File: src/rtl/nvmcfg_pkg.sv
// Purpose: Flag decoder constants and carriers.
// Assumes: 32-bit APB words.
// Notes: Field positions are bit indices.
package nvmcfg_pkg;

    // APB register map (byte addresses)
    localparam int APB_AW = 8;
    localparam logic [7:0] REG_CTRL = 8'h00;
    localparam logic [7:0] REG_STAT = 8'h04;
    localparam logic [7:0] REG_WAKE = 8'h08;
    localparam logic [7:0] REG_CFG0 = 8'h0C;
    localparam logic [7:0] REG_CFG1 = 8'h10;
    localparam logic [7:0] REG_FILT = 8'h14;

    // Control register
    localparam int CTRL_LOAD_EN = 0;
    localparam int CTRL_RESTART = 1;
    localparam logic LOAD_EN_RESET = 1'b1;

    // Status register
    localparam int STAT_STATE_LSB = 0;
    localparam int STAT_VALID = 2;
    localparam int STAT_IDX_ERR = 3;
    localparam int STAT_FRAME_EN = 4;

    // First wake flag byte
    localparam int W0_MASTER = 7;
    localparam int W0_MODE = 6;
    localparam int W0_LEN = 5;
    localparam int W0_POL = 4;
    localparam int W0_BUF = 3;
    localparam int W0_PKT = 1;
    localparam int W0_DA = 0;
    localparam logic [7:0] W0_USED = 8'hFB;

    // Second wake flag byte
    localparam int W1_BCAST = 1;
    localparam int W1_FRAME = 0;
    localparam logic [7:0] W1_USED = 8'h03;

    // Configuration word 0
    localparam int C0_SQU_LSB = 27;
    localparam int C0_U2I = 26;
    localparam int C0_U2 = 25;
    localparam int C0_U1I = 24;
    localparam int C0_U1 = 23;
    localparam int C0_LTM = 22;
    localparam int C0_SUSP = 20;
    localparam int C0_SNSEL_LSB = 18;
    localparam int C0_SNPOL = 17;
    localparam int C0_ADD = 16;
    localparam int C0_ASD = 15;
    localparam int C0_PLL = 7;
    localparam int C0_BOOST_LSB = 4;
    localparam int C0_SWAP = 3;
    localparam int C0_LPM = 2;
    localparam int C0_RWK = 1;
    localparam int C0_PWR = 0;
    localparam logic [31:0] C0_USED = 32'h3FDF_80FF;

    // Configuration word 1
    localparam int C1_TXD = 23;
    localparam int C1_RXD = 22;
    localparam int C1_C125 = 21;
    localparam int C1_R25 = 20;
    localparam int C1_OVL = 18;
    localparam int C1_U2X = 17;
    localparam int C1_XTAL = 16;
    localparam int C1_BO_LSB = 12;
    localparam int C1_BI_LSB = 8;
    localparam logic [31:0] C1_USED = 32'h00F7_FF00;

    // Wake frame filter image: configuration word then byte mask
    localparam int FILT_WORDS = 5;
    localparam int FILT_CFG_BYTES = 4;

    typedef enum logic [2:0] {
        SEL_WAKE0 = 3'h0,
        SEL_WAKE1 = 3'h1,
        SEL_CFG0 = 3'h2,
        SEL_CFG1 = 3'h3,
        SEL_FILT = 3'h4
    } nvmcfg_sel_t;

    typedef enum logic [1:0] {
        ST_IDLE = 2'h0,
        ST_LOAD = 2'h1,
        ST_APPLY = 2'h3,
        ST_DONE = 2'h2
    } nvmcfg_state_t;

    typedef struct packed {
        logic psel;
        logic penable;
        logic pwrite;
        logic [APB_AW-1:0] paddr;
        logic [31:0] pwdata;
    } nvmcfg_apb_req_t;

    typedef struct packed {
        logic [31:0] prdata;
        logic pready;
        logic pslverr;
    } nvmcfg_apb_rsp_t;

    typedef struct packed {
        logic valid;
        nvmcfg_sel_t sel;
        logic [7:0] idx;
        logic [31:0] data;
    } nvmcfg_rec_t;

    typedef struct packed {
        logic valid;
        logic [7:0] idx;
        logic [31:0] data;
    } nvmcfg_frame_wr_t;

    typedef struct packed {
        logic wake_master_en;
        logic signal_pulse;
        logic pulse_long;
        logic polarity_high;
        logic push_pull;
        logic packet_en;
        logic perfect_da_en;
        logic bcast_en;
        logic wake_frame_en;
    } nvmcfg_flag_attributes_reg_t;

    typedef struct packed {
        logic [3:0] bulk_out_burst;
        logic [3:0] bulk_in_burst;
        logic lfps_overlap_check_en;
        logic deep_lp_exit_lfps;
        logic suspend_allow;
        logic lane_swap;
        logic link_power_capable;
        logic remote_wake;
        logic power_method;
    } nvmcfg_usb0_t;

    typedef struct packed {
        logic device_deep_lp_initiate_en;
        logic device_deep_lp_en;
        logic device_shallow_lp_initiate_en;
        logic device_shallow_lp_en;
        logic latency_msg_en;
    } nvmcfg_usb1_t;

    typedef struct packed {
        logic [1:0] suspend_pin_select;
        logic suspend_pin_polarity;
        logic gen_125mhz_clock_en;
        logic ref_25mhz_out_en;
    } nvmcfg_hw_t;

    typedef struct packed {
        logic auto_duplex;
        logic auto_speed;
        logic txc_delay_en;
        logic rxc_delay_en;
    } nvmcfg_mac_t;

    typedef struct packed {
        logic [2:0] hs_squelch_tune;
        logic [2:0] hs_output_current;
        logic pll_link_power_mode;
        logic crystal_suspend_disable;
    } nvmcfg_phy_t;

endpackage : nvmcfg_pkg

File: src/rtl/nvmcfg_filt_mem.sv
// Purpose: Byte-writable filter image store.
// Assumes: One clock.
// Notes: Registered read data.
module nvmcfg_filt_mem #(
    parameter int WIDTH = 32,
    parameter int DEPTH = 5
) (
    // Clock and reset
    input wire logic clk_sys,
    input wire logic nrst,
    // Write port
    input wire logic wr_en,
    input wire logic [$clog2(DEPTH)-1:0] wr_addr,
    input wire logic [WIDTH/8-1:0] wr_be,
    input wire logic [WIDTH-1:0] wr_data,
    // Read port
    input wire logic rd_en,
    input wire logic [$clog2(DEPTH)-1:0] rd_addr,
    output logic [WIDTH-1:0] rd_data
);
    logic [WIDTH-1:0] mem_q [DEPTH];

    if (WIDTH % 8 != 0 || DEPTH < 2) begin : g_chk
        $error("bad width or depth");
    end

    // One process, so the array has a single writer
    always_ff @(posedge clk_sys) begin
        for (int b = 0; b < WIDTH / 8; b++) begin
            if (wr_en && wr_be[b]) begin
                mem_q[wr_addr][b*8 +: 8] <= wr_data[b*8 +: 8];
            end
        end
    end

    // Out-of-range reads give zero
    always_ff @(posedge clk_sys) begin
        if (!nrst) begin
            rd_data <= '0;
        end else if (rd_en) begin
            rd_data <= (32'(rd_addr) < DEPTH) ? mem_q[rd_addr] : '0;
        end
    end
endmodule : nvmcfg_filt_mem

File: src/rtl/nvmcfg_decoder.sv
// Purpose: Turn reader records
//          into register defaults.
// Assumes: Reader inputs synchronous.
// Notes: Defaults count once defaults_valid is high.

// Functional notes
// First byte bit 1 enables packet wake
// First byte bit 0 enables exact-address wake
// Master bit clear masks packet and address enables
// Second byte 7:2 reserved, bit 1 broadcast wake
// Second byte bit 0 loads frame filter 0
// Both bytes default the flag attributes fields
// Image author keeps descriptor consistent with word 0
// Word 0 bits 29:27 default squelch tune
// Word 0 bits 26:23 default low-power enables
// Word 0 bit 22 latency, bit 20 suspend
// Word 0 19:18 suspend pin select, 17 polarity
// Word 0 bit 16 duplex, 15 speed detection
// Word 0 bit 7 PLL mode, 6:4 boost
// Word 0 bits 3:0 swap, LPM, wake, power
// Word 1 bits 23:22 interface clock delays
// Word 1 bits 21:20 clock output enables
// Word 1 18:17 LFPS bits, 16 crystal suspend
// Word 1 15:12 and 11:8 burst sizes
// First byte bit 7 is wake master enable
// Filter image: four config, sixteen mask bytes
// Reserved bits never reach any default
module nvmcfg_decoder #(
    parameter int FILT_NWORDS = nvmcfg_pkg::FILT_WORDS
) (
    // Clock and reset
    input wire logic clk_sys,
    input wire logic nrst,
    // APB slave
    input wire nvmcfg_pkg::nvmcfg_apb_req_t apb_req,
    output nvmcfg_pkg::nvmcfg_apb_rsp_t apb_rsp,
    // Nonvolatile reader records
    input wire nvmcfg_pkg::nvmcfg_rec_t nvm_rec,
    input wire logic nvm_done,
    // Register defaults
    output nvmcfg_pkg::nvmcfg_flag_attributes_reg_t flag_attributes_dflt,
    output nvmcfg_pkg::nvmcfg_usb0_t usb_config_reg_zero_dflt,
    output nvmcfg_pkg::nvmcfg_usb1_t usb_config_reg_one_dflt,
    output nvmcfg_pkg::nvmcfg_hw_t hardware_config_dflt,
    output nvmcfg_pkg::nvmcfg_mac_t mac_dflt,
    output nvmcfg_pkg::nvmcfg_phy_t phy_pm_dflt,
    output logic defaults_valid,
    // Wake frame filter 0 load
    output nvmcfg_pkg::nvmcfg_frame_wr_t wake_frame_filter_wr
);
    import nvmcfg_pkg::*;

    localparam int AW = $clog2(FILT_NWORDS);
    localparam int FILT_BYTES = 4 * FILT_NWORDS;
    localparam logic [8:0] FILT_END = 9'(32'(REG_FILT) + FILT_BYTES);
    localparam logic [AW-1:0] LAST_PTR = AW'(FILT_NWORDS - 1);

    // Index field is 8 bits
    if (FILT_NWORDS < FILT_WORDS || FILT_BYTES > 256 || FILT_END > 9'h100) begin : g_chk
        $error("FILT_NWORDS out of range");
    end

    // State
    nvmcfg_state_t state_q;
    nvmcfg_state_t state_d;
    logic load_en_q;
    logic [7:0] wake0_q;
    logic [7:0] wake1_q;
    logic [31:0] cfg0_q;
    logic [31:0] cfg1_q;
    logic idx_err_q;
    logic [AW-1:0] ptr_q;
    logic issued_q;
    logic [AW-1:0] issued_idx_q;
    logic rd_apb_q;
    logic [31:0] rdata_q;
    logic valid_q;
    logic [31:0] mem_rd;

    // APB decode
    wire logic setup = apb_req.psel & ~apb_req.penable;
    wire logic access = apb_req.psel & apb_req.penable;
    wire logic hit_ctrl = apb_req.paddr == REG_CTRL;
    wire logic hit_stat = apb_req.paddr == REG_STAT;
    wire logic hit_wake = apb_req.paddr == REG_WAKE;
    wire logic hit_cfg0 = apb_req.paddr == REG_CFG0;
    wire logic hit_cfg1 = apb_req.paddr == REG_CFG1;
    wire logic hit_filt = ({1'b0, apb_req.paddr} >= {1'b0, REG_FILT})
                        && ({1'b0, apb_req.paddr} < FILT_END)
                        && (apb_req.paddr[1:0] == 2'h0);
    wire logic mapped = hit_ctrl | hit_stat | hit_wake | hit_cfg0 | hit_cfg1 | hit_filt;
    wire logic [7:0] filt_off = apb_req.paddr - REG_FILT;
    wire logic [AW-1:0] filt_word = AW'(filt_off[7:2]);
    wire logic apply_busy = state_q == ST_APPLY;
    // Filter reads wait out an apply
    wire logic pready = ~hit_filt | rd_apb_q;
    wire logic apb_done = access & pready;
    wire logic apb_rd_issue = apb_req.psel & hit_filt & ~apply_busy & ~apb_done;
    wire logic wr_fire = apb_done & apb_req.pwrite & mapped;
    wire logic restart = wr_fire & hit_ctrl & apb_req.pwdata[CTRL_RESTART];

    // Reader record acceptance
    wire logic rec_open = (state_q == ST_IDLE) | (state_q == ST_LOAD);
    wire logic rec_take = nvm_rec.valid & load_en_q & rec_open & ~restart;
    wire logic take_w0 = rec_take & (nvm_rec.sel == SEL_WAKE0);
    wire logic take_w1 = rec_take & (nvm_rec.sel == SEL_WAKE1);
    wire logic take_c0 = rec_take & (nvm_rec.sel == SEL_CFG0);
    wire logic take_c1 = rec_take & (nvm_rec.sel == SEL_CFG1);
    wire logic take_f = rec_take & (nvm_rec.sel == SEL_FILT);
    wire logic filt_idx_ok = 32'(nvm_rec.idx) < FILT_BYTES;
    wire logic filt_wr = take_f & filt_idx_ok;
    wire logic filt_bad = take_f & ~filt_idx_ok;
    wire logic done_take = nvm_done & load_en_q & rec_open;

    // Wake flag decode
    wire logic master_en = wake0_q[W0_MASTER];
    wire logic frame_en = wake1_q[W1_FRAME];

    // Filter store: byte n lands in word n/4, lane n%4
    wire logic [AW-1:0] mem_wr_addr = AW'(nvm_rec.idx[7:2]);
    wire logic [3:0] mem_be = 4'(4'h1 << nvm_rec.idx[1:0]);
    wire logic [31:0] mem_wdata = {4{nvm_rec.data[7:0]}};
    wire logic mem_rd_en = apply_busy | apb_rd_issue;
    wire logic [AW-1:0] mem_rd_addr = apply_busy ? ptr_q : filt_word;

    nvmcfg_filt_mem #(
        .WIDTH(32),
        .DEPTH(FILT_NWORDS)
    ) u_filt_mem (
        .clk_sys(clk_sys),
        .nrst(nrst),
        .wr_en(filt_wr),
        .wr_addr(mem_wr_addr),
        .wr_be(mem_be),
        .wr_data(mem_wdata),
        .rd_en(mem_rd_en),
        .rd_addr(mem_rd_addr),
        .rd_data(mem_rd)
    );

    // Sequencer
    always_comb begin
        state_d = state_q;
        case (state_q)
            ST_IDLE: begin
                if (rec_take) begin
                    state_d = ST_LOAD;
                end else if (done_take) begin
                    state_d = ST_DONE;
                end
            end
            ST_LOAD: begin
                if (done_take) begin
                    state_d = frame_en ? ST_APPLY : ST_DONE;
                end
            end
            ST_APPLY: begin
                if (ptr_q == LAST_PTR) begin
                    state_d = ST_DONE;
                end
            end
            ST_DONE: begin
                state_d = ST_DONE;
            end
            default: begin
                state_d = ST_IDLE;
            end
        endcase
        if (restart) begin
            state_d = ST_IDLE;
        end
    end

    always_ff @(posedge clk_sys) begin
        if (!nrst) begin
            state_q <= ST_IDLE;
            ptr_q <= '0;
            issued_q <= 1'b0;
            issued_idx_q <= '0;
        end else begin
            state_q <= state_d;
            ptr_q <= (apply_busy && state_d == ST_APPLY) ? ptr_q + AW'(1) : '0;
            issued_q <= apply_busy;
            issued_idx_q <= ptr_q;
        end
    end

    // Captured flags, reserved positions dropped on entry
    always_ff @(posedge clk_sys) begin
        if (!nrst || restart) begin
            wake0_q <= 8'h00;
            wake1_q <= 8'h00;
            cfg0_q <= 32'h0000_0000;
            cfg1_q <= 32'h0000_0000;
        end else begin
            if (take_w0) begin
                wake0_q <= nvm_rec.data[7:0] & W0_USED;
            end
            if (take_w1) begin
                wake1_q <= nvm_rec.data[7:0] & W1_USED; // see
            end
            if (take_c0) begin
                cfg0_q <= nvm_rec.data & C0_USED;
            end
            if (take_c1) begin
                cfg1_q <= nvm_rec.data & C1_USED;
            end
        end
    end

    // Sticky; restart wins, as no record is taken in a restart cycle
    always_ff @(posedge clk_sys) begin
        if (!nrst) begin
            idx_err_q <= 1'b0;
        end else if (filt_bad) begin
            idx_err_q <= 1'b1;
        end else if (restart) begin
            idx_err_q <= 1'b0;
        end
    end

    // Software control
    always_ff @(posedge clk_sys) begin
        if (!nrst) begin
            load_en_q <= LOAD_EN_RESET;
        end else if (wr_fire && hit_ctrl) begin
            load_en_q <= apb_req.pwdata[CTRL_LOAD_EN];
        end
    end

    // Default fields
    always_ff @(posedge clk_sys) begin
        if (!nrst) begin
            flag_attributes_dflt <= '0;
            usb_config_reg_zero_dflt <= '0;
            usb_config_reg_one_dflt <= '0;
            hardware_config_dflt <= '0;
            mac_dflt <= '0;
            phy_pm_dflt <= '0;
            valid_q <= 1'b0;
        end else begin
            // Pin style needs the master bit
            flag_attributes_dflt.wake_master_en <= master_en;
            flag_attributes_dflt.signal_pulse <= master_en & wake0_q[W0_MODE];
            flag_attributes_dflt.pulse_long <= master_en & wake0_q[W0_LEN];
            flag_attributes_dflt.polarity_high <= master_en & wake0_q[W0_POL];
            flag_attributes_dflt.push_pull <= master_en & wake0_q[W0_BUF];
            flag_attributes_dflt.packet_en <= master_en & wake0_q[W0_PKT]; // see
            flag_attributes_dflt.perfect_da_en <= master_en & wake0_q[W0_DA]; // see
            flag_attributes_dflt.bcast_en <= wake1_q[W1_BCAST];
            flag_attributes_dflt.wake_frame_en <= frame_en; // see

            phy_pm_dflt.hs_squelch_tune <= cfg0_q[C0_SQU_LSB +: 3];
            phy_pm_dflt.hs_output_current <= cfg0_q[C0_BOOST_LSB +: 3];
            phy_pm_dflt.pll_link_power_mode <= cfg0_q[C0_PLL];
            phy_pm_dflt.crystal_suspend_disable <= cfg1_q[C1_XTAL];

            usb_config_reg_one_dflt.device_deep_lp_initiate_en <= cfg0_q[C0_U2I];
            usb_config_reg_one_dflt.device_deep_lp_en <= cfg0_q[C0_U2];
            usb_config_reg_one_dflt.device_shallow_lp_initiate_en <= cfg0_q[C0_U1I];
            usb_config_reg_one_dflt.device_shallow_lp_en <= cfg0_q[C0_U1];
            usb_config_reg_one_dflt.latency_msg_en <= cfg0_q[C0_LTM];

            usb_config_reg_zero_dflt.suspend_allow <= cfg0_q[C0_SUSP];
            usb_config_reg_zero_dflt.lane_swap <= cfg0_q[C0_SWAP];
            usb_config_reg_zero_dflt.link_power_capable <= cfg0_q[C0_LPM];
            usb_config_reg_zero_dflt.remote_wake <= cfg0_q[C0_RWK];
            usb_config_reg_zero_dflt.power_method <= cfg0_q[C0_PWR];
            usb_config_reg_zero_dflt.lfps_overlap_check_en <= cfg1_q[C1_OVL];
            usb_config_reg_zero_dflt.deep_lp_exit_lfps <= cfg1_q[C1_U2X];
            usb_config_reg_zero_dflt.bulk_out_burst <= cfg1_q[C1_BO_LSB +: 4];
            usb_config_reg_zero_dflt.bulk_in_burst <= cfg1_q[C1_BI_LSB +: 4];

            hardware_config_dflt.suspend_pin_select <= cfg0_q[C0_SNSEL_LSB +: 2];
            hardware_config_dflt.suspend_pin_polarity <= cfg0_q[C0_SNPOL];
            hardware_config_dflt.gen_125mhz_clock_en <= cfg1_q[C1_C125];
            hardware_config_dflt.ref_25mhz_out_en <= cfg1_q[C1_R25];

            mac_dflt.auto_duplex <= cfg0_q[C0_ADD];
            mac_dflt.auto_speed <= cfg0_q[C0_ASD];
            mac_dflt.txc_delay_en <= cfg1_q[C1_TXD];
            mac_dflt.rxc_delay_en <= cfg1_q[C1_RXD];

            valid_q <= state_d == ST_DONE;
        end
    end

    assign defaults_valid = valid_q;

    // One filter word per cycle
    assign wake_frame_filter_wr.valid = issued_q; // see
    assign wake_frame_filter_wr.idx = 8'(issued_idx_q);
    assign wake_frame_filter_wr.data = mem_rd;

    // Sampled in setup, one edge old
    wire logic [31:0] stat_word = {27'h0, frame_en, idx_err_q, valid_q, state_q};
    wire logic [31:0] ctrl_word = {31'h0, load_en_q};
    wire logic [31:0] wake_word = {16'h0, wake1_q, wake0_q};
    wire logic [31:0] rd_mux = hit_ctrl ? ctrl_word
                             : hit_stat ? stat_word
                             : hit_wake ? wake_word
                             : hit_cfg0 ? cfg0_q
                             : hit_cfg1 ? cfg1_q
                             : 32'h0000_0000;

    always_ff @(posedge clk_sys) begin
        if (!nrst) begin
            rdata_q <= 32'h0000_0000;
            rd_apb_q <= 1'b0;
        end else begin
            if (setup) begin
                rdata_q <= rd_mux;
            end
            rd_apb_q <= apb_rd_issue;
        end
    end

    assign apb_rsp.pready = pready;
    assign apb_rsp.pslverr = access & ~mapped;
    assign apb_rsp.prdata = hit_filt ? mem_rd : rdata_q;
endmodule : nvmcfg_decoder

File: config.mk
export PLATFORM = sky130hd
export DESIGN_NAME = nvmcfg_decoder
export DESIGN_NICKNAME = d
export VERILOG_FILES = /design/src/rtl/nvmcfg_pkg.sv /design/src/rtl/nvmcfg_filt_mem.sv /design/src/rtl/nvmcfg_decoder.sv
export SDC_FILE = /design/constraint.sdc
export NUM_CORES = 1
export LEC_CHECK = 0
export ABC_CLOCK_PERIOD_IN_PS = 2700
export BUFFER_PORTS_ARGS = -buffer_cell sky130_fd_sc_hd__buf_4
export CAP_MARGIN = 0
export CELL_PAD_IN_SITES_DETAIL_PLACEMENT = 0
export CELL_PAD_IN_SITES_GLOBAL_PLACEMENT = 1
export CORE_MARGIN = 1
export CORE_UTILIZATION = 46
export CTS_BUF_LIST = sky130_fd_sc_hd__clkbuf_8
export CTS_CLUSTER_DIAMETER = 150
export DETAILED_ROUTE_END_ITERATION = 7
export PLACE_DENSITY_LB_ADDON = 0.1
export SYNTH_ARGS = -nofsm -noshare
export SYNTH_HDL_FRONTEND = slang
export SYNTH_SLANG_ARGS = --single-unit
File: constraint.sdc
create_clock -name clk_sys -period 2.7 [get_ports clk_sys]
set_input_delay 0.54 -clock clk_sys [delete_from_list [all_inputs] [get_ports clk_sys]]
set_output_delay 0.54 -clock clk_sys [all_outputs]
set_load 0.03 [all_outputs]
Word level (Yosys, flattened, before mapping):

Memories as Yosys holds them, arrays and structs flattened.
Cells that the tools add are included.
Widths: inputs -> output; s select.

* logic and storage cells: 156
* bits of input ports: 90
* RAM bits: 160
* output and inout port bits: 122
* memories: 1
* register bits after elaboration: 169

* mux-type cells: 25
* bitwise logic cells: 44
* reductions and logical operators: 16
* add/subtract/negate cells: 2
* equality and inequality tests: 14
* shifts and indexed selects: 1
* $lt $le $gt $ge: 4

Memories
* u_filt_mem.mem_q: words 5, width 32, read ports 1, clocked after Yosys merged registers in 0, write ports 1, line nvmcfg_filt_mem.sv:21 `logic [WIDTH-1:0] mem_q [DEPTH];`

Operator list (number)
* $mux 30: 4
* $mux 32: 2
* $and 1x1->1: 29
* $mux 24: 1
* $eq 8x4->1 const B: 2
* $mux 1: 11
* $mux 2: 5
* $eq 2x2->1 const B: 4
* $eq 8x3->1 const B: 1
* $eq 8x5->1 const B: 1
* $ge 8x5->1 const B: 1
* $logic_and 1x1->1: 8
* $logic_not 8->1: 1
* $lt 8x5->1 const B: 1
* $lt 8x6->1 const B: 1
* $or 1x1->1: 8
* $pmux 2 s4: 1
* $not 1->1: 7
* $eq 3x2->1 const B: 2
* $eq 3x3->1 const B: 2
* $sub 5x5->5 const B: 1
* $logic_not 2->1: 2
* $shl 1x2->4 const A: 1
* $add 3x1->3 const B: 1
* other kinds (9): 9

Depth between registers and ports, before layout:

Gate-level depths: netlist (run 1).

* word-level depth: 18
* mapped depth: 9
* gate-level depth less buffers: 7

By module:

From an unflattened synthesis (run 1), not the netlist that was laid out.

* cells, all modules: 971
* area total of the unflattened synthesis: 12459.4 µm²

Modules (own cells, without submodules)
* nvmcfg_filt_mem: cells each 415, area each 7226.9 µm², times used 1, seq. area each 5445.2 µm²
* nvmcfg_decoder: cells each 556, area each 5232.5 µm², times used 1, seq. area each 2702.6 µm²

Worst setup path before layout (run 1):

Ideal clock, no wire load.

* path kind: input-to-output
* from: input apb_req[33] (netlist name)
* to: output apb_rsp[10] (netlist name)
* data required time: 2.160 ns
* arrival: 2.107 ns
* path buffers: 2
* stages on the path: 5
* setup slack: 0.053 ns
* cell sequence: or4_4 > buf_6 > nor2_2 > buf_2 > mux2_2

RTL lines
* from (decl): line nvmcfg_decoder.sv:35 `input wire nvmcfg_pkg::nvmcfg_apb_req_t apb_req,`
* to (decl): line nvmcfg_decoder.sv:36 `output nvmcfg_pkg::nvmcfg_apb_rsp_t apb_rsp,`

==> results of run 1 <==
-- worst paths after layout --
path / slack (ns) / to / startpoint / cells after the start
hold reg to reg: 0.46 / cfg0_q[23] / cfg0_q[23] / 2
setup reg to reg: 0.29 / u_filt_mem.mem_q[4][30] / state_q[1] / 5
setup / recovery: -0.01 / apb_rsp[8] / apb_req[33] / 7
hold / removal: 0.22 / cfg1_q[10] / nvm_rec[10] / 3
-- per-stage QoR --
| step | std cells | instance area [um^2] | setup WS, ns |
|---|---|---|---|
| after floorplan | 1113 | 12850 | 0.05303 |
| after global placement | 1634 | 14820 | -0.1975 |
| after detailed placement | 1634 | 14820 | -0.2136 |
| after CTS | 1734 | 15970 | 0.0007883 |
| after global routing | 1736 | 16140 | -0.04717 |
| final | 1736 | 16140 | -0.01334 |
-- layout by cell type (no fill, tap or decap), drive strengths merged, types with 6 or more instances in the layout --
cell      n
a211oi   30
a21oi    85
a22o     13
a31oi    35
and2     51
and3      9
buf     240
clkbuf   57
clkinv   11
dfxtp   167
edfxtp  160
ha        6
inv      37
mux2     30
mux2i    35
nand2   110
nand2b    9
nand3    49
nor2     42
nor2b     6
nor3      7
o21a     32
o21ai    79
-- Yosys cell counts, types with 2 or more instances --
cell | number | share of area (%)
a31oi_1 | 35 | 1.7
nor4_1 | 2 | 0.097
and3_1 | 9 | 0.44
nand3b_1 | 5 | 0.29
buf_6 | 2 | 0.18
o31ai_1 | 2 | 0.12
a21oi_1 | 85 | 3.3
nor2_1 | 41 | 1.2
a21boi_0 | 5 | 0.29
a32oi_1 | 2 | 0.14
nor2b_1 | 6 | 0.29
nand3_1 | 49 | 1.9
edfxtp_1 | 160 | 37
nand2b_1 | 9 | 0.44
mux2_2 | 30 | 2.6
o21ai_1 | 15 | 0.58
dfxtp_1 | 167 | 26
a22oi_1 | 3 | 0.18
mux2i_1 | 35 | 2.7
inv_1 | 12 | 0.35
clkbuf_1 | 57 | 1.7
ha_1 | 6 | 0.58
and4_1 | 2 | 0.14
a22o_1 | 13 | 0.89
a211oi_1 | 30 | 1.8
nor4_4 | 2 | 0.33
a222oi_1 | 5 | 0.39
nor4bb_1 | 2 | 0.16
nand2_1 | 110 | 3.2
and2_1 | 51 | 2.5
nor3_1 | 7 | 0.27
or3_1 | 2 | 0.097
o21ai_0 | 63 | 2.5
o21a_1 | 32 | 1.9
buf_2 | 10 | 0.39
and3b_1 | 4 | 0.27
buf_4 | 14 | 0.82
-- power breakdown --
group          internal (mW)  switching [mW]  leakage, nW
logic                  0.326           0.586         2.80
clock network           2.07            1.90        0.582
registers               5.25          0.0576         2.79
total                   7.65            2.54         6.17
-- per-layer routing --
metal | routed length [um] | global-route usage [%] | part of all wire, % | vias to the layer above
met5 | 0 | 0 | 0 | -
met4 | 818 | 7.521 | 2.3 | 0
met3 | 2100 | 4.162 | 5.8 | 53
met2 | 17470 | 42.27 | 48 | 307
met1 | 15930 | 34.50 | 44 | 4600
li1 | - | - | - | 4469
-- repair_timing --
action,in CTS,in global routing
pin swaps,3,3
setup endpoints to repair,31,33
buffers inserted,4,1
hold endpoints to repair,0,0
gates resized for setup,23,37
gates cloned,1,2
-- worst register-to-register path, delay by kind of cell, from the launching register on --
kind | cells | cell delay [ns]
AND/OR/NAND/NOR | 5 | 1.73
flip-flops | 1 | 0.31
-- kinds of logic after synthesis --
group | Yosys count | synth area share [%]
other | 1 | 0.02922
muxes | 66 | 5.537
DFF | 327 | 63.48
buffers and inverters | 98 | 3.529
xor gates and xnor gates | 2 | 0.1365
AOI/OAI and AO/OA | 299 | 14.51
adders and majority gates | 6 | 0.5849
and+or+nand+nor | 310 | 12.20
-- area by class of cell --
cell class | instances | area [um^2] | area share [%]
clock inverter | 40 | 221.5 | 1.372
sequential | 327 | 8148 | 50.48
inverter | 12 | 45.04 | 0.2790
multi-input combinational | 688 | 4409 | 27.32
clock buffer | 55 | 757.0 | 4.690
tap | 372 | 465.4 | 2.884
timing repair buffer | 242 | 2096 | 12.98
-- state kept, by name (all words and copies together) (netlist names) --
name and count:
usb_config_reg_one_dflt 5, cfg0_q 22, rdata_q 30, idx_err_q 1, issued_q 1, wake0_q 7
u_filt_mem.rd_data 32, wake1_q 2, rd_apb_q 1, cfg1_q 15, state_q 2, ptr_q 3
mac_dflt 4, issued_idx_q 3, usb_config_reg_zero_dflt 15, u_filt_mem.mem_q 160, hardware_config_dflt 5, phy_pm_dflt 8
defaults_valid 1, load_en_q 1, flag_attributes_dflt 9
==> impl_metrics.json, run 1 <==
{
  "status": "complete, but fails checks",
  "violations": "negative setup slack",
  "dieHeight_um": 169.0,
  "synth.distinct_cells": 62,
  "drt-total-wl_um": 36320,
  "p_leak_nw": 6.172,
  "final_util_pct": 59.40,
  "clockBufferDepth": 3,
  "syn_avg_cell_area_um2": 11.57,
  "path_clk_slew_ns": 0.06,
  "synth-seq-cells": 327,
  "yosys_warnings": 0,
  "fin_worst_skew_ns": 0.01908,
  "syn_inst": 1109,
  "cp_cell_sequence": "buf_6 -> or4_4 -> nor2_4 -> buf_12 -> clkbuf_16 -> mux2_4 -> buf_6",
  "crit_slowest_cell": "or4_4",
  "setup-violations-final": 12,
  "setup.worst_path.class": "in2out",
  "cellPowerDensity_mw_per_mm2": 631.3,
  "die_w_um": 169.0,
  "area_growth_pct": 25.77,
  "grt_usage_pct": 25.50,
  "routedWlPerCell_um": 20.92,
  "peakVddDrop_mv": 0.5785,
  "hp-class": "in2reg",
  "max_slew_margin_pct": 40.31,
  "ioPinCount": 212,
  "hpwl_um": 23050,
  "timing.hold.ws_ns": 0.2170,
  "clkSinkCount": 327,
  "gp_congestion": 0.8334,
  "crit_family": "simple AND/OR/NAND/NOR gates",
  "diodes": 0,
  "period_minus_slack_ns": 2.713,
  "finalHoldViolations": 0,
  "synth-seq-area-share_pct": 63.48,
  "critPathMaxFanout": 6,
  "vias": 9429,
  "drive_gt1_share_pct": 26.32,
  "row_count": 60,
  "setup_slack_ns": -0.01334,
  "worstPathArrival_ns": 2.17,
  "initial_core_util_pct": 47.23,
  "n_fill_cell": 2332,
  "hold_buffers": 0,
  "crit_buf_inv": 4,
  "maxCapViolCount": 0,
  "core_region_area_mm2": 0.02718,
  "grt_pass1_wl_um": 54990,
  "synth_edf_count": 160,
  "slew_violations": 0,
  "cts-htree-levels": 2,
  "synthArstFlopShare_pct": 0,
  "firstDrtPassIters": 5,
  "p_total_mw": 10.19,
  "cpPeakStageDelay_ns": 0.57,
  "start_kind": "input port",
  "die-area_mm2": 0.02857,
  "final_nets": 1418,
  "crit_required_ns": 2.16,
  "synth_area_mm2": 0.01283,
  "drt_iter0_drc": 596,
  "rsz0062_at_grt": "true",
  "cts_tree": "done",
  "cts_root_buffer": "clkbuf_8",
  "tightest_slew_ns": 0.8920,
  "route.detailed.drc": 0,
  "crit_top_cell": "buf_6",
  "setup-tns-final_ns": -0.08548,
  "finalCritPeriodShare_pct": 100.5,
  "antenna_found_initial": 0,
  "grt_pass1_vias": 9306,
  "grt_start_max_net_pins": 65,
  "end_kind": "primary output",
  "grt_overflow": 0,
  "port_buffers": 174,
  "synth_ff_type": "dfxtp_1",
  "max_freq_mhz": 368.6,
  "vias_per_cell": 5.431,
  "clk_latency_ns": 0.58,
  "cts_made_buffers": 51,
  "ant_nets": 0
}
Note: power is estimated with default switching activity, not from simulation.
==> run 2: changes to the inputs <==
--- a/config.mk
+++ b/config.mk
@@ -6,7 +6,7 @@
 export NUM_CORES = 1
 export LEC_CHECK = 0
 export ABC_CLOCK_PERIOD_IN_PS = 2700
-export BUFFER_PORTS_ARGS = -buffer_cell sky130_fd_sc_hd__buf_4
+export BUFFER_PORTS_ARGS = -buffer_cell sky130_fd_sc_hd__buf_2
 export CAP_MARGIN = 0
 export CELL_PAD_IN_SITES_DETAIL_PLACEMENT = 0
 export CELL_PAD_IN_SITES_GLOBAL_PLACEMENT = 1
==> impl_metrics.json, run 2 (synthesis gave the netlist of run 1 again) <==
{
  "rr_startpoint": "state_q[1]",
  "worstPathArrival_ns": 2.15,
  "startpoint": "apb_req[33]",
  "layout_common_cells": "buf_2, dfxtp_1, edfxtp_1",
  "setup-violations-final": 0,
  "fin_worst_skew_ns": 0.01669,
  "tightest_slew_ns": 0.8815,
  "grt_pass1_vias": 8777,
  "clk_latency_ns": 0.58,
  "path_clk_slew_ns": 0.06,
  "grt_util_met1_pct": 33.57,
  "postCtsSetupBuffers": 0,
  "drive_gt1_share_pct": 26.40,
  "final_nets": 1410,
  "dieHeight_um": 169.0,
  "grt_start_max_net_pins": 68,
  "final_common_cell": "buf_2",
  "route.detailed.drc": 0,
  "cts_made_buffers": 53,
  "antenna_found_initial": 0,
  "clkSinkCount": 327,
  "clockBufferDepth": 3,
  "r2r-end": "u_filt_mem.mem_q[0][15]",
  "status": "complete, no violations",
  "p_leak_nw": 6.073,
  "end_kind": "primary output",
  "grt.met3_usage_pct": 4.442,
  "die_w_um": 169.0,
  "timing.hold.ws_ns": 0.2019,
  "largest_reg_flops": 160,
  "area_growth_pct": 20.41,
  "reg2reg_depth": 5,
  "core_region_area_mm2": 0.02718,
  "drt_iter0_drc": 699,
  "peakVddDrop_mv": 0.5194,
  "diodes": 0,
  "hpwl_um": 22840,
  "max_freq_mhz": 371.4,
  "p_total_mw": 10.45,
  "critPathMaxFanout": 20,
  "routedWlPerCell_um": 20.05,
  "min-delay-start": "nvm_rec[8]",
  "pre_cts_ws_ns": -0.2587,
  "initial_core_util_pct": 47.23,
  "drt-total-wl_um": 34640,
  "finalHoldViolations": 0,
  "row_count": 60,
  "start_kind": "input port",
  "vias": 9208,
  "largest-register": "u_filt_mem.mem_q",
  "vias_per_cell": 5.329,
  "finalCritPeriodShare_pct": 99.73,
  "cts.repair.resized": 1,
  "hp-class": "in2reg",
  "r2r_slack_ns": 0.33,
  "slew_violations": 0,
  "die-area_mm2": 0.02857,
  "cellPowerDensity_mw_per_mm2": 676.0,
  "grt_pass1_wl_um": 52650,
  "setup_slack_ns": 0.007365,
  "setup.worst_path.class": "in2out",
  "grt_use_met2_pct": 39.53,
  "port_buffers": 174,
  "ant_nets": 0,
  "largest_registers": "u_filt_mem.mem_q x160, u_filt_mem.rd_data x32, rdata_q x30",
  "min_path_cells": 3,
  "maxCapViolCount": 0,
  "crit_path_end": "apb_rsp[29]",
  "gp_congestion": 0.8286,
  "grt_usage_pct": 24.50,
  "grt.busiest_layer": "met2",
  "cts-htree-levels": 2,
  "cts_tree": "done",
  "crit_required_ns": 2.16,
  "final_cells": 1728,
  "rsz0062_at_grt": "true",
  "grt_overflow": 0,
  "firstDrtPassIters": 5,
  "placed_cells": 1631,
  "period_minus_slack_ns": 2.693,
  "ioPinCount": 212,
  "cts_root_buffer": "clkbuf_8",
  "max_slew_margin_pct": 41.01,
  "hold_buffers": 0
}
-- run 2: worst min-delay path by stage --
stage | to | slack, ns
6_report | cfg1_q[8] | 0.20
5_1_grt | cfg1_q[9] | 0.19
4_1_cts | cfg1_q[9] | 0.17
3_5_place_dp | rdata_q[9] | 0.45
3_3_place_gp | rdata_q[9] | 0.45
2_1_floorplan | rdata_q[22] | 0.42
-- run 2: per-layer routing --
metal | vias up | wire length [um]
li1 | 4460 | -
met3 | 53 | 2086
met2 | 294 | 16240
met1 | 4401 | 15550
met4 | 0 | 759
met5 | - | 0
-- run 2: area by class of cell --
| type | instances | area, um^2 |
|---|---|---|
| clock buffer | 70 | 963.4 |
| clock inverter | 27 | 138.9 |
| fill | 2419 | 11720 |
| inverter | 12 | 45.04 |
| multi-input combinational | 688 | 4322 |
| sequential | 327 | 8148 |
| tap | 372 | 465.4 |
| timing repair buffer | 232 | 1373 |
-- run 2: metrics by stage --
step	area (um^2)	TNS [ns]	util (%)
floorplan	12850	0	-
global placement	14330	-19.65	52.74
detailed placement	14330	-22.93	52.74
CTS	15440	0	56.82
global route	15450	-0.2445	56.87
finish	15450	0	56.87
-- run 2: power by group --
group / internal [mW] / switching (mW)
clock: 2.41 / 1.90
combinational: 0.266 / 0.571
sequential: 5.25 / 0.0504
total: 7.92 / 2.53
-- run 2: worst max-delay path, stage by stage --
cell	delay (ns)
buf_2	0.10
or4_4	0.57
nor2_4	0.19
buf_12	0.19
mux2_2	0.37
buf_2	0.18
==> run 3: changes to the inputs <==
==> constraint.sdc (replaced) <==
create_clock -name clk_sys -period 2.7 [get_ports clk_sys]
set_input_delay 0.54 -clock clk_sys [delete_from_list [all_inputs] [get_ports clk_sys]]
set_output_delay 0.54 -clock clk_sys [all_outputs]
set_load 0.05 [all_outputs]
==> impl_metrics.json, run 3 (synthesis gave the netlist of run 1 again) <==
{
  "status": "complete, but fails checks",
  "violations": "negative setup slack",
  "drive_gt1_share_pct": 26.41,
  "grt_overflow": 0,
  "clockBufferDepth": 3,
  "maxCapViolCount": 0,
  "critPathMaxFanout": 5,
  "grt_start_max_net_pins": 65,
  "drt-total-wl_um": 35050,
  "die-area_mm2": 0.02857,
  "setup-tns-final_ns": -0.006017,
  "p_leak_nw": 6.126,
  "layout_common_cells": "dfxtp_1, edfxtp_1, buf_2",
  "max_freq_mhz": 369.7,
  "r2r_slack_ns": 0.34,
  "final_common_cell": "dfxtp_1",
  "largest-register": "u_filt_mem.mem_q",
  "grt_pass1_wl_um": 52750,
  "hp-class": "in2reg",
  "core_region_area_mm2": 0.02718,
  "area_growth_pct": 22.07,
  "grt_usage_pct": 24.43,
  "seqPwrFrac_pct": 51.6,
  "clk_latency_ns": 0.56,
  "antenna_found_initial": 0,
  "rsz0062_at_grt": "true",
  "end_kind": "primary output",
  "seq_area_mm2": 0.008148,
  "fin_worst_skew_ns": 0.008829,
  "row_count": 60,
  "firstDrtPassIters": 5,
  "ant_nets": 0,
  "die_w_um": 169.0,
  "reg2reg_depth": 5,
  "final_cells": 1735,
  "p_sw_mw": 2.565,
  "path_clk_slew_ns": 0.06,
  "r2r-end": "u_filt_mem.mem_q[0][28]",
  "holdPathEnd": "cfg0_q[29]",
  "drt_iter0_drc": 686,
  "multi_input_area_mm2": 0.004333,
  "setup.worst_path.class": "in2out",
  "hpwl_um": 22880,
  "min-delay-start": "nvm_rec[29]",
  "initial_core_util_pct": 47.23,
  "cts_tree": "done",
  "ioPinCount": 212,
  "placed_cells": 1634,
  "sw_frac_of_total_pct": 24.95,
  "grt_pass1_vias": 9014,
  "final_nets": 1416,
  "setup-violations-final": 2,
  "slew_violations": 0,
  "cellPowerDensity_mw_per_mm2": 656.2,
  "dieHeight_um": 169.0,
  "power.internal_mw": 7.716,
  "diodes": 0,
  "cts-htree-levels": 2,
  "n_fill_cell": 2437,
  "pwr-share-clk_pct": 39.6,
  "min_path_cells": 3,
  "crit_required_ns": 2.16,
  "gp_congestion": 0.8279,
  "tightest_slew_ns": 0.9079,
  "cts_root_buffer": "clkbuf_8",
  "routedWlPerCell_um": 20.20,
  "peakVddDrop_mv": 0.4349,
  "vias": 9334,
  "largest_registers": "u_filt_mem.mem_q x160, u_filt_mem.rd_data x32, rdata_q x30",
  "clkSinkCount": 327,
  "worstPathArrival_ns": 2.17,
  "largest_reg_flops": 160,
  "route.detailed.drc": 0,
  "finalCritPeriodShare_pct": 100.2,
  "hold_buffers": 0,
  "finalHoldViolations": 0,
  "vias_per_cell": 5.380,
  "max_slew_margin_pct": 39.25,
  "combPwrFrac_pct": 8.8,
  "cts_made_buffers": 53,
  "rr_startpoint": "load_en_q",
  "setup_slack_ns": -0.005140,
  "port_buffers": 174,
  "start_kind": "input port",
  "period_minus_slack_ns": 2.705
}
==> run 3: per-stage QoR <==
step	hold WS [ns]	utilization [%]	power, mW	setup slack (ns)	area [um^2]
after floorplan	0.4212	-	5.938	0.007882	12850
after global placement	0.4497	52.78	6.298	-0.2427	14340
after detailed placement	0.4542	52.78	6.304	-0.2647	14340
after CTS	0.1857	56.72	10.36	0.006372	15410
after global routing	0.2043	57.65	10.65	-0.03699	15670
final	0.2140	57.65	10.28	-0.005140	15670
==> run 3: final cells by class <==
cell class / instances / share of cell area, %
flip-flops and latches: 327 / 52.00
multi-input cells: 688 / 27.66
repair buffers: 238 / 10.45
clock buffers: 66 / 5.798
well taps: 372 / 2.971
clock inverters: 32 / 0.8305
inverters: 12 / 0.2875
==> run 3: how the worst max path moves through the flow <==
stage | start | to | slack [ns] | depth (start not counted)
after floorplan | apb_req[35] | apb_rsp[0] | 0.008 | 7
after global placement | apb_req[33] | u_filt_mem.mem_q[0][21] | -0.24 | 8
after detailed placement | apb_req[33] | u_filt_mem.mem_q[1][22] | -0.26 | 8
after CTS | apb_req[33] | apb_rsp[12] | 0.006 | 6
after global routing | apb_req[33] | apb_rsp[27] | -0.04 | 7
final | apb_req[33] | apb_rsp[30] | -0.005 | 7
==> run 3: timing repair <==
item                                    in CTS  in global routing
endpoints found under the setup margin      17                 30
buffers inserted                             0                  1
resized for setup                           10                 82
hold endpoints to repair                     0                  0
pin swaps                                    1                  2
gates cloned                                 0                  2
==> run 3: critical path, cell delays in order <==
cell and delay (ns):
buf_2 0.10, or4_4 0.57, nor2_4 0.15, buf_12 0.15, clkbuf_16 0.15, mux2_2 0.34
buf_6 0.16
==> run 3: per-layer routing <==
| layer | wire length (um) | vias up | track usage, % |
|---|---|---|---|
| li1 | - | 4470 | - |
| met3 | 1917 | 46 | 3.858 |
| met2 | 16610 | 312 | 40.32 |
| met4 | 620 | 0 | 6.541 |
| met5 | 0 | - | 0 |
| met1 | 15910 | 4506 | 33.54 |
==> run 3: power by group through the flow <==
| stage | clock [mW] | combinational, mW | sequential [mW] |
|---|---|---|---|
| finish | 4.07 | 0.908 | 5.30 |
| global route | 4.37 | 0.975 | 5.30 |
| CTS | 4.16 | 0.901 | 5.30 |
| detailed placement | 0 | 0.897 | 5.41 |
| global placement | 0 | 0.891 | 5.41 |
| floorplan | 0 | 0.437 | 5.50 |
